[config.mk]
export PLATFORM = sky130hd
export DESIGN_NAME = sar_adc_sequencer
export DESIGN_NICKNAME = d
export VERILOG_FILES = /design/src/rtl/sar_adc_pkg.sv /design/src/rtl/sar_adc_sequencer.sv
export SDC_FILE = /design/constraint.sdc
export NUM_CORES = 1
export LEC_CHECK = 0
export BUFFER_PORTS_ARGS = -buffer_cell sky130_fd_sc_hd__buf_2
export CORE_MARGIN = 2
export CORE_UTILIZATION = 45
export DETAILED_ROUTE_END_ITERATION = 7
export PLACE_DENSITY = 0.66
export REMOVE_ABC_BUFFERS = 1
export SKIP_LAST_GASP = 1
export SLEW_MARGIN = 5
export SYNTH_ARGS = -nofsm -noshare
export SYNTH_HDL_FRONTEND = slang
export SYNTH_SLANG_ARGS = --single-unit
[constraint.sdc]
create_clock -name i_core_clk -period 4.4 [get_ports i_core_clk]
set_input_delay 0 -clock i_core_clk [delete_from_list [all_inputs] [get_ports i_core_clk]]
set_output_delay 0 -clock i_core_clk [all_outputs]
set_load 0.005 [all_outputs]
[src/rtl/sar_adc_pkg.sv]
package sar_adc_pkg;
   // core clock and converter clock division
   localparam int unsigned CORE_PERIOD_NS = 100;
   localparam int unsigned ADC_DIV        = 2;
   localparam int unsigned CONV_ADC_CLKS  = 12;
   localparam int unsigned STEPS          = 8;
   localparam int unsigned LOAD_ADC_CLKS  = CONV_ADC_CLKS - STEPS;
   localparam int unsigned CONV_CYCLES    = CONV_ADC_CLKS * ADC_DIV;
   // settling time after leaving halt
   localparam int unsigned STAB_TIME_NS   = 1000;
   localparam int unsigned STAB_CYCLES    =
      (STAB_TIME_NS + CORE_PERIOD_NS - 1) / CORE_PERIOD_NS;
   // register map
   localparam int unsigned ADDR_W      = 8;
   localparam logic [7:0]  RESULT_ADDR = 8'h70;
   localparam logic [7:0]  CSR_ADDR    = 8'h71;
   // control/status fields
   localparam int unsigned DONE_BIT    = 7;
   localparam int unsigned ON_BIT      = 5;
   localparam int unsigned CHAN_LSB    = 0;
   localparam int unsigned CHAN_W      = 4;
   localparam logic [7:0]  CSR_RESET   = 8'h00;
   localparam logic [7:0]  RESULT_RESET = 8'h00;
   localparam logic [7:0]  FIRST_TRIAL = 8'h80;
   // sequencer states
   typedef enum logic [1:0] {
      ST_OFF,
      ST_STAB,
      ST_LOAD,
      ST_APPROX
   } seq_state_t;
endpackage

[src/rtl/sar_adc_sequencer.sv]
// Added by the designer: the register offsets and the strobed register port.
`timescale 1ns/1ps
module sar_adc_sequencer (
   input  wire logic                             i_core_clk,
   input  wire logic                             i_rst_n,
   input  wire logic                             i_clk_en,
   input  wire logic [sar_adc_pkg::ADDR_W-1:0]   i_addr,
   input  wire logic [7:0]                       i_wdata,
   input  wire logic                             i_wr,
   input  wire logic                             i_rd,
   output logic      [7:0]                       o_rdata,
   input  wire logic                             i_halt_mode,
   input  wire logic                             i_comp_ge,
   output logic      [sar_adc_pkg::CHAN_W-1:0]   o_mux_select,
   output logic                                  o_sample_connect,
   output logic      [7:0]                       o_dac_code,
   output logic                                  o_converter_powered
);
   typedef struct packed {
      sar_adc_pkg::seq_state_t          state;
      logic                             phase;
      logic [3:0]                       count;
      logic [7:0]                       mask;
      logic [7:0]                       trial;
      logic [7:0]                       result;
      logic                             done;
      logic                             on;
      logic [sar_adc_pkg::CHAN_W-1:0]   chan;
      logic [7:0]                       rdata;
      logic                             sample;
      logic                             powered;
      logic                             stab_pend;
      logic [7:0]                       stab;
   } regs_t;

   localparam regs_t REGS_RESET = '{state: sar_adc_pkg::ST_OFF, default: '0};
   localparam logic [3:0] LOAD_LAST =
      4'(sar_adc_pkg::LOAD_ADC_CLKS - 1);
   localparam logic [7:0] STAB_LAST =
      8'(sar_adc_pkg::STAB_CYCLES - 1);

   regs_t      r;
   regs_t      next_r;
   logic       finish;
   logic       csr_wr;
   logic       res_rd;
   logic [7:0] decided;

   // bus decode
   assign csr_wr = i_wr && (i_addr == sar_adc_pkg::CSR_ADDR);
   assign res_rd = i_rd && (i_addr == sar_adc_pkg::RESULT_ADDR);

   // sequencer, register access and power modes
   always_comb begin
      next_r  = r;
      finish  = 1'b0;
      decided = r.trial;
      next_r.rdata = 8'h00;
      // converter clock: action on every second core cycle
      if (r.state == sar_adc_pkg::ST_OFF) begin
         next_r.phase = 1'b0;
      end else begin
         next_r.phase = ~r.phase;
      end
      // no wait mode input: the sequencer runs on regardless
      case (r.state)
         sar_adc_pkg::ST_OFF: begin
            next_r.sample = 1'b0;
            if (r.on) begin
               next_r.powered = 1'b1;
               next_r.count   = 4'h0;
               next_r.stab    = 8'h00;
               if (r.stab_pend) begin
                  next_r.state = sar_adc_pkg::ST_STAB;
               end else begin
                  next_r.state  = sar_adc_pkg::ST_LOAD;
                  next_r.sample = 1'b1;
               end
            end
         end
         sar_adc_pkg::ST_STAB: begin
            next_r.stab = r.stab + 8'h01;
            if (r.stab == STAB_LAST) begin
               next_r.stab_pend = 1'b0;
               next_r.state     = sar_adc_pkg::ST_LOAD;
               next_r.phase     = 1'b0;
               next_r.sample    = 1'b1;
            end
         end
         sar_adc_pkg::ST_LOAD: begin
            next_r.sample = 1'b1;
            if (r.phase) begin
               next_r.count = r.count + 4'h1;
               if (r.count == LOAD_LAST) begin
                  next_r.state  = sar_adc_pkg::ST_APPROX;
                  next_r.sample = 1'b0;
                  next_r.mask   = sar_adc_pkg::FIRST_TRIAL;
                  next_r.trial  = sar_adc_pkg::FIRST_TRIAL;
               end
            end
         end
         sar_adc_pkg::ST_APPROX: begin
            next_r.sample = 1'b0;
            if (r.phase) begin
               // keep the bit when input is at or above the trial
               if (!i_comp_ge) begin
                  decided = r.trial & ~r.mask;
               end
               // plain bitwise or of the next lower bit, so the code stays in 00 to ff with no overflow
               next_r.trial = decided | (r.mask >> 1);
               next_r.mask  = r.mask >> 1;
               if (r.mask[0]) begin
                  finish        = 1'b1;
                  next_r.result = decided;
                  next_r.done   = 1'b1;
                  next_r.trial  = decided;
                  next_r.state  = sar_adc_pkg::ST_LOAD;
                  next_r.count  = 4'h0;
                  next_r.sample = 1'b1;
               end
            end
         end
         default: begin
            next_r.state = sar_adc_pkg::ST_OFF;
         end
      endcase
      // reads: result read clears done unless set this cycle
      if (i_rd) begin
         if (i_addr == sar_adc_pkg::RESULT_ADDR) begin
            next_r.rdata = r.result;
         end else if (i_addr == sar_adc_pkg::CSR_ADDR) begin
            next_r.rdata = {r.done, 1'b0, r.on, 1'b0, r.chan};
         end
      end
      if (res_rd && !finish) begin
         next_r.done = 1'b0;
      end
      // control write clears done and restarts or stops
      if (csr_wr) begin
         next_r.done  = 1'b0;
         next_r.on    = i_wdata[sar_adc_pkg::ON_BIT];
         next_r.chan  = i_wdata[sar_adc_pkg::CHAN_LSB +:
                                sar_adc_pkg::CHAN_W];
         next_r.phase = 1'b0;
         next_r.count = 4'h0;
         // a pending settle delay is never cut short by a write
         if (i_wdata[sar_adc_pkg::ON_BIT]) begin
            if (!r.stab_pend) begin
               next_r.state   = sar_adc_pkg::ST_LOAD;
               next_r.sample  = 1'b1;
               next_r.powered = 1'b1;
            end
         end else begin
            next_r.state   = sar_adc_pkg::ST_OFF;
            next_r.sample  = 1'b0;
            next_r.powered = 1'b0;
         end
      end
      // halt powers the converter down and arms the settle delay
      if (i_halt_mode) begin
         next_r.state     = sar_adc_pkg::ST_OFF;
         next_r.phase     = 1'b0;
         next_r.sample    = 1'b0;
         next_r.powered   = 1'b0;
         next_r.stab_pend = 1'b1;
      end
   end

   // state register with clock enable
   always_ff @(posedge i_core_clk) begin
      if (!i_rst_n) begin
         r <= REGS_RESET;
      end else if (i_clk_en) begin
         r <= next_r;
      end
   end

   assign o_rdata             = r.rdata;
   assign o_mux_select        = r.chan;
   assign o_sample_connect    = r.sample;
   assign o_dac_code          = r.trial;
   assign o_converter_powered = r.powered;

   // cycles since the current conversion started loading
   logic [4:0] conv_age;
   always_ff @(posedge i_core_clk) begin
      if (!i_rst_n) begin
         conv_age <= 5'h00;
      end else if (i_clk_en) begin
         if (next_r.state == sar_adc_pkg::ST_LOAD &&
             (r.state != sar_adc_pkg::ST_LOAD || csr_wr)) begin
            conv_age <= 5'h00;
         end else begin
            conv_age <= conv_age + 5'h01;
         end
      end
   end
endmodule

==> flow_summary.ini, run 1 <==
[critical_path]
cpLargestDelayFamily = compound AO/OA/AOI/OAI gates
critPathSlowestCell = dfxtp_1
worstPathArrival_ns = 2.59
crit_type = flip-flop to flip-flop
crit_chain = inv_1 -> a211oi_4 -> o211ai_1 -> a21oi_1
reg2reg_to = o_dac_code[1]
worst-path-max-fanout = 24
crit_buf_inv = 1
start_kind = flip-flop
rrSetupSlack_ns = 2.04
slowest_delay_ns = 0.92
reg2regPathDepth = 4
worstSetupEndpointType = flip-flop
required_ns = 4.63
crit_start = r[54]
reg2reg_from = r[54]

[die]
placementRows = 28
ios = 45
fp.dieArea_um2 = 6880
start_util_pct = 47.1
die_width_um = 83.0
dieHeight_um = 83.0
core_um2 = 5960

[drt]
wire_per_inst_um = 14.9
wl_um = 6380
via_per_inst = 5.71
drt_iter0_drc = 171
drc = 0
vias = 2438
dr.pass1.iters = 4
antenna_left = 0

[grt]
antenna_found_initial = 0
grt_pass1_vias = 2231
grt_max_degree = 25
grt_pass1_wl_um = 10700
grt_usage_pct = 18.5
globalRoute.totalOverflow = 0

[power]
combPwrFrac_pct = 4.8
clock_power_share_pct = 33.7
p_per_area_nw_per_um2 = 273
ir_worst_vdd_uv = 181
p_seq_share_pct = 61.5
p_switching_w = 0.000196
switching_share_pct = 23.8
p_leak_nw = 1.08
internal_power_w = 0.000630

[layout]
nNetsFinal = 378
area_growth_pct = 7.85
postLayoutCellArea_um2 = 3030
postLayoutCoreUtil_pct = 50.8
drive_gt1_share_pct = 15.9
n_antenna_cell = 0

[clocking]
htreeDepth = 2
worstSkewPairLatency_ns = 0.31
post_cts_buffers = 0
tritoncts = built
cts_buffers = 5
clk_path_buf_depth = 2
root_buffer = clkbuf_8
clk_pin_slew_ns = 0.10
cts_sinks = 56

[timing]
finalMaxSlewViolations = 0
hold_viol = 0
clock-skew-final_ns = 0.00300
relSlewSlack_pct = 40.6
fin_crit_ns = 2.36
setup_slack_ns = 2.04
setup_tns_ns = 0
min_period_over_period_pct = 53.5
worst_hold_slack_ns = 0.0431
max_freq_mhz = 425
setup_viol = 0
tightestPinTransition_ns = 0.889
rsz0062_at_grt = no

[synth]
yosysSeqAreaShare_pct = 40.0
synth_top_area_share_pct = 40.0
synth_area_per_cell_um2 = 8.40
synthCells = 334
synth.most_common_cell = dfxtp_1
ys_ff_latch = 56
synth_warnings = 0
async_flop_share_pct = 0
synth_common_cells = dfxtp_1, nand2_1, a21oi_1
synth.top_cells.by_area = dfxtp_1, a21oi_1, buf_4
synth_ff_type = dfxtp_1
synth_area_um2 = 2810
synth.distinct_cells = 54
yosysTopAreaCell = dfxtp_1
synth-edff-count = 0

[job]
cap_violations = 0

[min_path]
worst_hold_path_type = input pin to flip-flop
whs_path_depth = 2
min_from = i_rst_n
holdPathEnd = o_sample_connect

[placement]
placed_area_um2 = 2880
port_buffers = 41
post-place-ws_ns = 2.10
gp_congestion = 0.913
hpwl_um = 4410

[outcome]
status = finished, final reports clean
==> cells by family after synthesis <==
group | count (synthesis) | synth area share, %
fa+ha+maj | 3 | 1.34
compound gates | 89 | 21.4
flops | 56 | 40.0
simple gates | 124 | 22.7
xor+xnor | 4 | 1.25
mux | 11 | 3.93
buf+inv | 47 | 9.46
==> worst register-to-register path: stages, from the launching register on <==
cell,delay [ns]
dfxtp_1,0.92
inv_1,0.35
a211oi_4,0.64
o211ai_1,0.19
a21oi_1,0.18
==> sequential cells by signal (all words and copies together) (netlist names) <==
register             flops
o_dac_code               8
o_converter_powered      1
o_sample_connect         1
o_mux_select             4
o_rdata                  8
r                       34
==> worst max-delay path by stage <==
stage | to | cells after the start | slack, ns
after detailed placement | o_dac_code[6] | 4 | 2.10
after floorplan | o_dac_code[5] | 4 | 2.61
final | o_dac_code[1] | 4 | 2.04
after global routing | o_dac_code[4] | 4 | 1.83
after CTS | o_dac_code[6] | 4 | 2.05
after global placement | o_dac_code[2] | 4 | 2.10
==> power groups by stage <==
stage	Clock [W]	Sequential (W)	Combinational, W
final	0.000279	0.000508	0.0000393
after global routing	0.000301	0.000508	0.0000428
after CTS	0.000287	0.000508	0.0000390
after detailed placement	0	0.000520	0.0000349
after global placement	0	0.000520	0.0000345
after floorplan	0	0.000519	0.0000153
==> area by class of cell <==
class	count	area (um^2)
timing repair buffer	48	273
sequential	56	1120
tap	75	93.8
fill	605	2930
clock inverter	2	12.5
multi-input combinational	231	1420
inverter	10	37.5
clock buffer	5	68.8
==> through the flow <==
stage               std cells  total power [W]
floorplan                 297         0.000535
global placement          414         0.000554
detailed placement        414         0.000555
CTS                       427         0.000834
global route              427         0.000852
finish                    427         0.000826
==> routing by layer <==
layer,vias up,track usage (%),wire length (um)
li1,1208,-,-
met3,9,4.17,320
met4,0,6.26,70
met5,-,0,0
met2,69,29.7,3090
met1,1152,24.5,2900
==> repair_timing <==
| item | CTS | global route |
|---|---|---|
| resized for setup | 0 | 0 |
| endpoints found under the hold margin | 6 | 0 |
| hold buffers | 6 | 0 |
| endpoints found under the setup margin | 0 | 0 |
==> cell usage in the layout (no fill, tap or decap), types with 2 or more instances in the layout <==
master / Yosys / final
dfxtp_1: 56 / 56
buf_2: 5 / 41
nand2_1: 37 / 37
a21oi_1: 35 / 35
nor2_1: 24 / 24
nand3_1: 18 / 18
o21ai_0: 11 / 11
mux2i_1: 11 / 11
nor2b_1: 10 / 10
inv_1: 9 / 9
a22oi_1: 9 / 9
o211ai_1: 7 / 7
a21boi_0: 6 / 6
dlygate4sd3_1: 0 / 6
clkbuf_8: 0 / 5
nand2b_1: 4 / 4
nor3_1: 4 / 4
xnor2_1: 4 / 4
nor3b_1: 3 / 3
a31oi_1: 3 / 3
or3_1: 3 / 3
nor4_1: 3 / 3
nand4_1: 3 / 3
o2111ai_1: 3 / 3
ha_1: 3 / 3
nand4b_1: 2 / 2
nand3b_1: 2 / 2
and3_1: 2 / 2
o21a_1: 2 / 2
No activity file was read; power rests on OpenSTA's default activity.
==> run 2, diff against run 1 <==
ABC_AREA = 1   (was default)
clock period = 2.34 ns   (was 4.4 ns; I/O delays follow)
==> flow_summary.ini, run 2 <==
[die]
start_util_pct = 47.2
die_width_um = 83.5
core_um2 = 6030
ios = 45
placementRows = 28
dieHeight_um = 83.5
fp.dieArea_um2 = 6970

[critical_path]
crit_buf_inv = 1
worst-path-max-fanout = 14
critPathSlowestCell = dfxtp_1
crit_chain = ha_1 -> nand2_1 -> a21oi_4 -> inv_2 -> a31oi_1 -> a211oi_1
reg2reg_to = r[44]
cpLargestDelayFamily = compound AO/OA/AOI/OAI gates
rrSetupSlack_ns = 0.76
reg2reg_from = r[49]
slowest_delay_ns = 0.41
reg2regPathDepth = 6
worstPathArrival_ns = 1.76
required_ns = 2.52
start_kind = flip-flop
crit_type = flip-flop to flip-flop
worstSetupEndpointType = flip-flop

[clocking]
root_buffer = clkbuf_8
hold_buffers = 5
post_cts_buffers = 0
cts_sinks = 56
cts_resized = 0
cts_buffers = 5
tritoncts = built
htreeDepth = 2
clk_path_buf_depth = 2
worstSkewPairLatency_ns = 0.31
clk_pin_slew_ns = 0.10

[layout]
post_layout_nonfiller_instances = 492
layout_commonest_cell = nand2_1
layout_common_cells = nand2_1, dfxtp_1, buf_2, inv_1, nor2_1
n_antenna_cell = 0
area_growth_pct = 9.02
num-fill-cells = 609
largest_reg_flops = 34
nNetsFinal = 442
top_register = r
drive_gt1_share_pct = 18.7

[power]
p_per_area_nw_per_um2 = 539
ir_worst_vdd_uv = 300
p_leak_nw = 1.35

[job]
cap_violations = 0

[timing]
setup_viol = 0
fin_crit_ns = 1.58
min_period_over_period_pct = 67.7
finalMaxSlewViolations = 0
hold_viol = 0
clock-skew-final_ns = 0.00494
tightestPinTransition_ns = 0.557
relSlewSlack_pct = 62.7
rsz0062_at_grt = no
worst_hold_slack_ns = 0.0624
setup_tns_ns = 0
max_freq_mhz = 631

[synth]
yosysSeqAreaShare_pct = 39.4
synth.area.mux_share_pct = 0
yosys.area_share.simple_pct = 26.3
synth.most_common_cell = nand2_1
synth_area_per_cell_um2 = 7.25
async_flop_share_pct = 0
synth.distinct_cells = 36
synth_area_um2 = 2840
synth_top_area_share_pct = 39.4
synth-edff-count = 0
yosys.area_share.adder_pct = 1.32
synth_top_family_by_area = simple AND/OR/NAND/NOR gates
synth_ff_type = dfxtp_1
synth-xor-area-share_pct = 1.23
yosysTopAreaCell = dfxtp_1
synthCells = 392
synth_warnings = 0
synth.top_cells.by_area = dfxtp_1, nand2_1, o21ai_0
synth_common_cells = nand2_1, dfxtp_1, inv_1, nor2_1, o21ai_0
ys_ff_latch = 56
synth_compound_area_share_pct = 18.3

[drt]
vias = 2450
via_per_inst = 4.98
drt_iter0_drc = 176
wl_um = 5950
wire_per_inst_um = 12.1
dr.pass1.iters = 4
antenna_left = 0
drc = 0

[grt]
globalRoute.totalOverflow = 0
grt_max_degree = 29
grt_pass1_wl_um = 10200
antenna_found_initial = 0
grt_pass1_vias = 2265
grt_usage_pct = 17.2

[placement]
place_inst = 479
port_buffers = 41
hpwl_um = 4290
gp_congestion = 0.787

[min_path]
worst_hold_path_type = input pin to flip-flop
min_from = i_clk_en
holdPathEnd = r[8]
whs_path_depth = 3

[outcome]
status = finished, final reports clean
[run 2: cell types whose count changed after synthesis, sizes merged, moves of 6 or more]
| cell | before | now |
|---|---|---|
| a21boi | 6 | 0 |
| nand2 | 37 | 89 |
| nor2 | 24 | 45 |
| inv | 9 | 46 |
| o21ai | 11 | 40 |
| o211ai | 7 | 0 |
| mux2i | 11 | 0 |
| nor2b | 10 | 0 |
[run 2: tightest hold or removal path: stages]
cell and delay, ns:
buf_2 0.17, nand2_1 0.09, a21oi_1 0.06
[run 2: report_power, final]
group / switching, W / internal, W
Sequential: 0.00000159 / 0.000954
Clock: 0.000325 / 0.000324
Combinational: 0.0000416 / 0.0000247
Total: 0.000368 / 0.00130
[run 2: how the worst max path moves through the flow]
| stage | startpoint | endpoint | slack [ns] | depth (start not counted) |
|---|---|---|---|---|
| 5_1_grt | r[55] | r[24] | 0.59 | 7 |
| 6_report | r[49] | r[44] | 0.76 | 6 |
| 3_3_place_gp | r[49] | o_dac_code[2] | 0.79 | 7 |
| 4_1_cts | r[49] | o_dac_code[0] | 0.76 | 7 |
| 2_1_floorplan | r[55] | r[24] | 0.99 | 7 |
| 3_5_place_dp | r[49] | o_dac_code[0] | 0.79 | 7 |
[run 2: layout make-up]
| cell class | count | area, um^2 | area share (%) |
|---|---|---|---|
| clock buffers | 6 | 72.6 | 2.34 |
| multi-input cells | 260 | 1340 | 43.2 |
| inverters | 47 | 178 | 5.73 |
| flip-flops and latches | 56 | 1120 | 36.2 |
| repair buffers | 46 | 255 | 8.24 |
| clock inverters | 2 | 38.8 | 1.25 |
| well taps | 75 | 93.8 | 3.03 |
[run 2: metal layers]
layer  up-vias  part of all wire, %  track usage, %
met5         -                    0               0
met4         0                 0.61            2.64
met3         5                  4.5            3.46
met2        41                   45            28.9
met1      1108                   50            23.4
li1       1296                    -               -
[run 2: cell families after synthesis]
kind of cell             after synthesis
AO/OA/AOI/OAI                         90
XOR/XNOR                               4
adder cells (fa/ha/maj)                3
buffers and inverters                 76
flip-flops                            56
AND/OR/NAND/NOR                      163
[run 2: metrics by stage]
| stage | power, W | util (%) | setup slack, ns | area (um^2) |
|---|---|---|---|---|
| after floorplan | 0.00100 | - | 0.989 | 2640 |
| after global placement | 0.00104 | 48.8 | 0.794 | 2940 |
| after detailed placement | 0.00104 | 48.8 | 0.788 | 2940 |
| after CTS | 0.00168 | 51.4 | 0.757 | 3100 |
| after global routing | 0.00173 | 51.4 | 0.589 | 3100 |
| final | 0.00167 | 51.4 | 0.756 | 3100 |
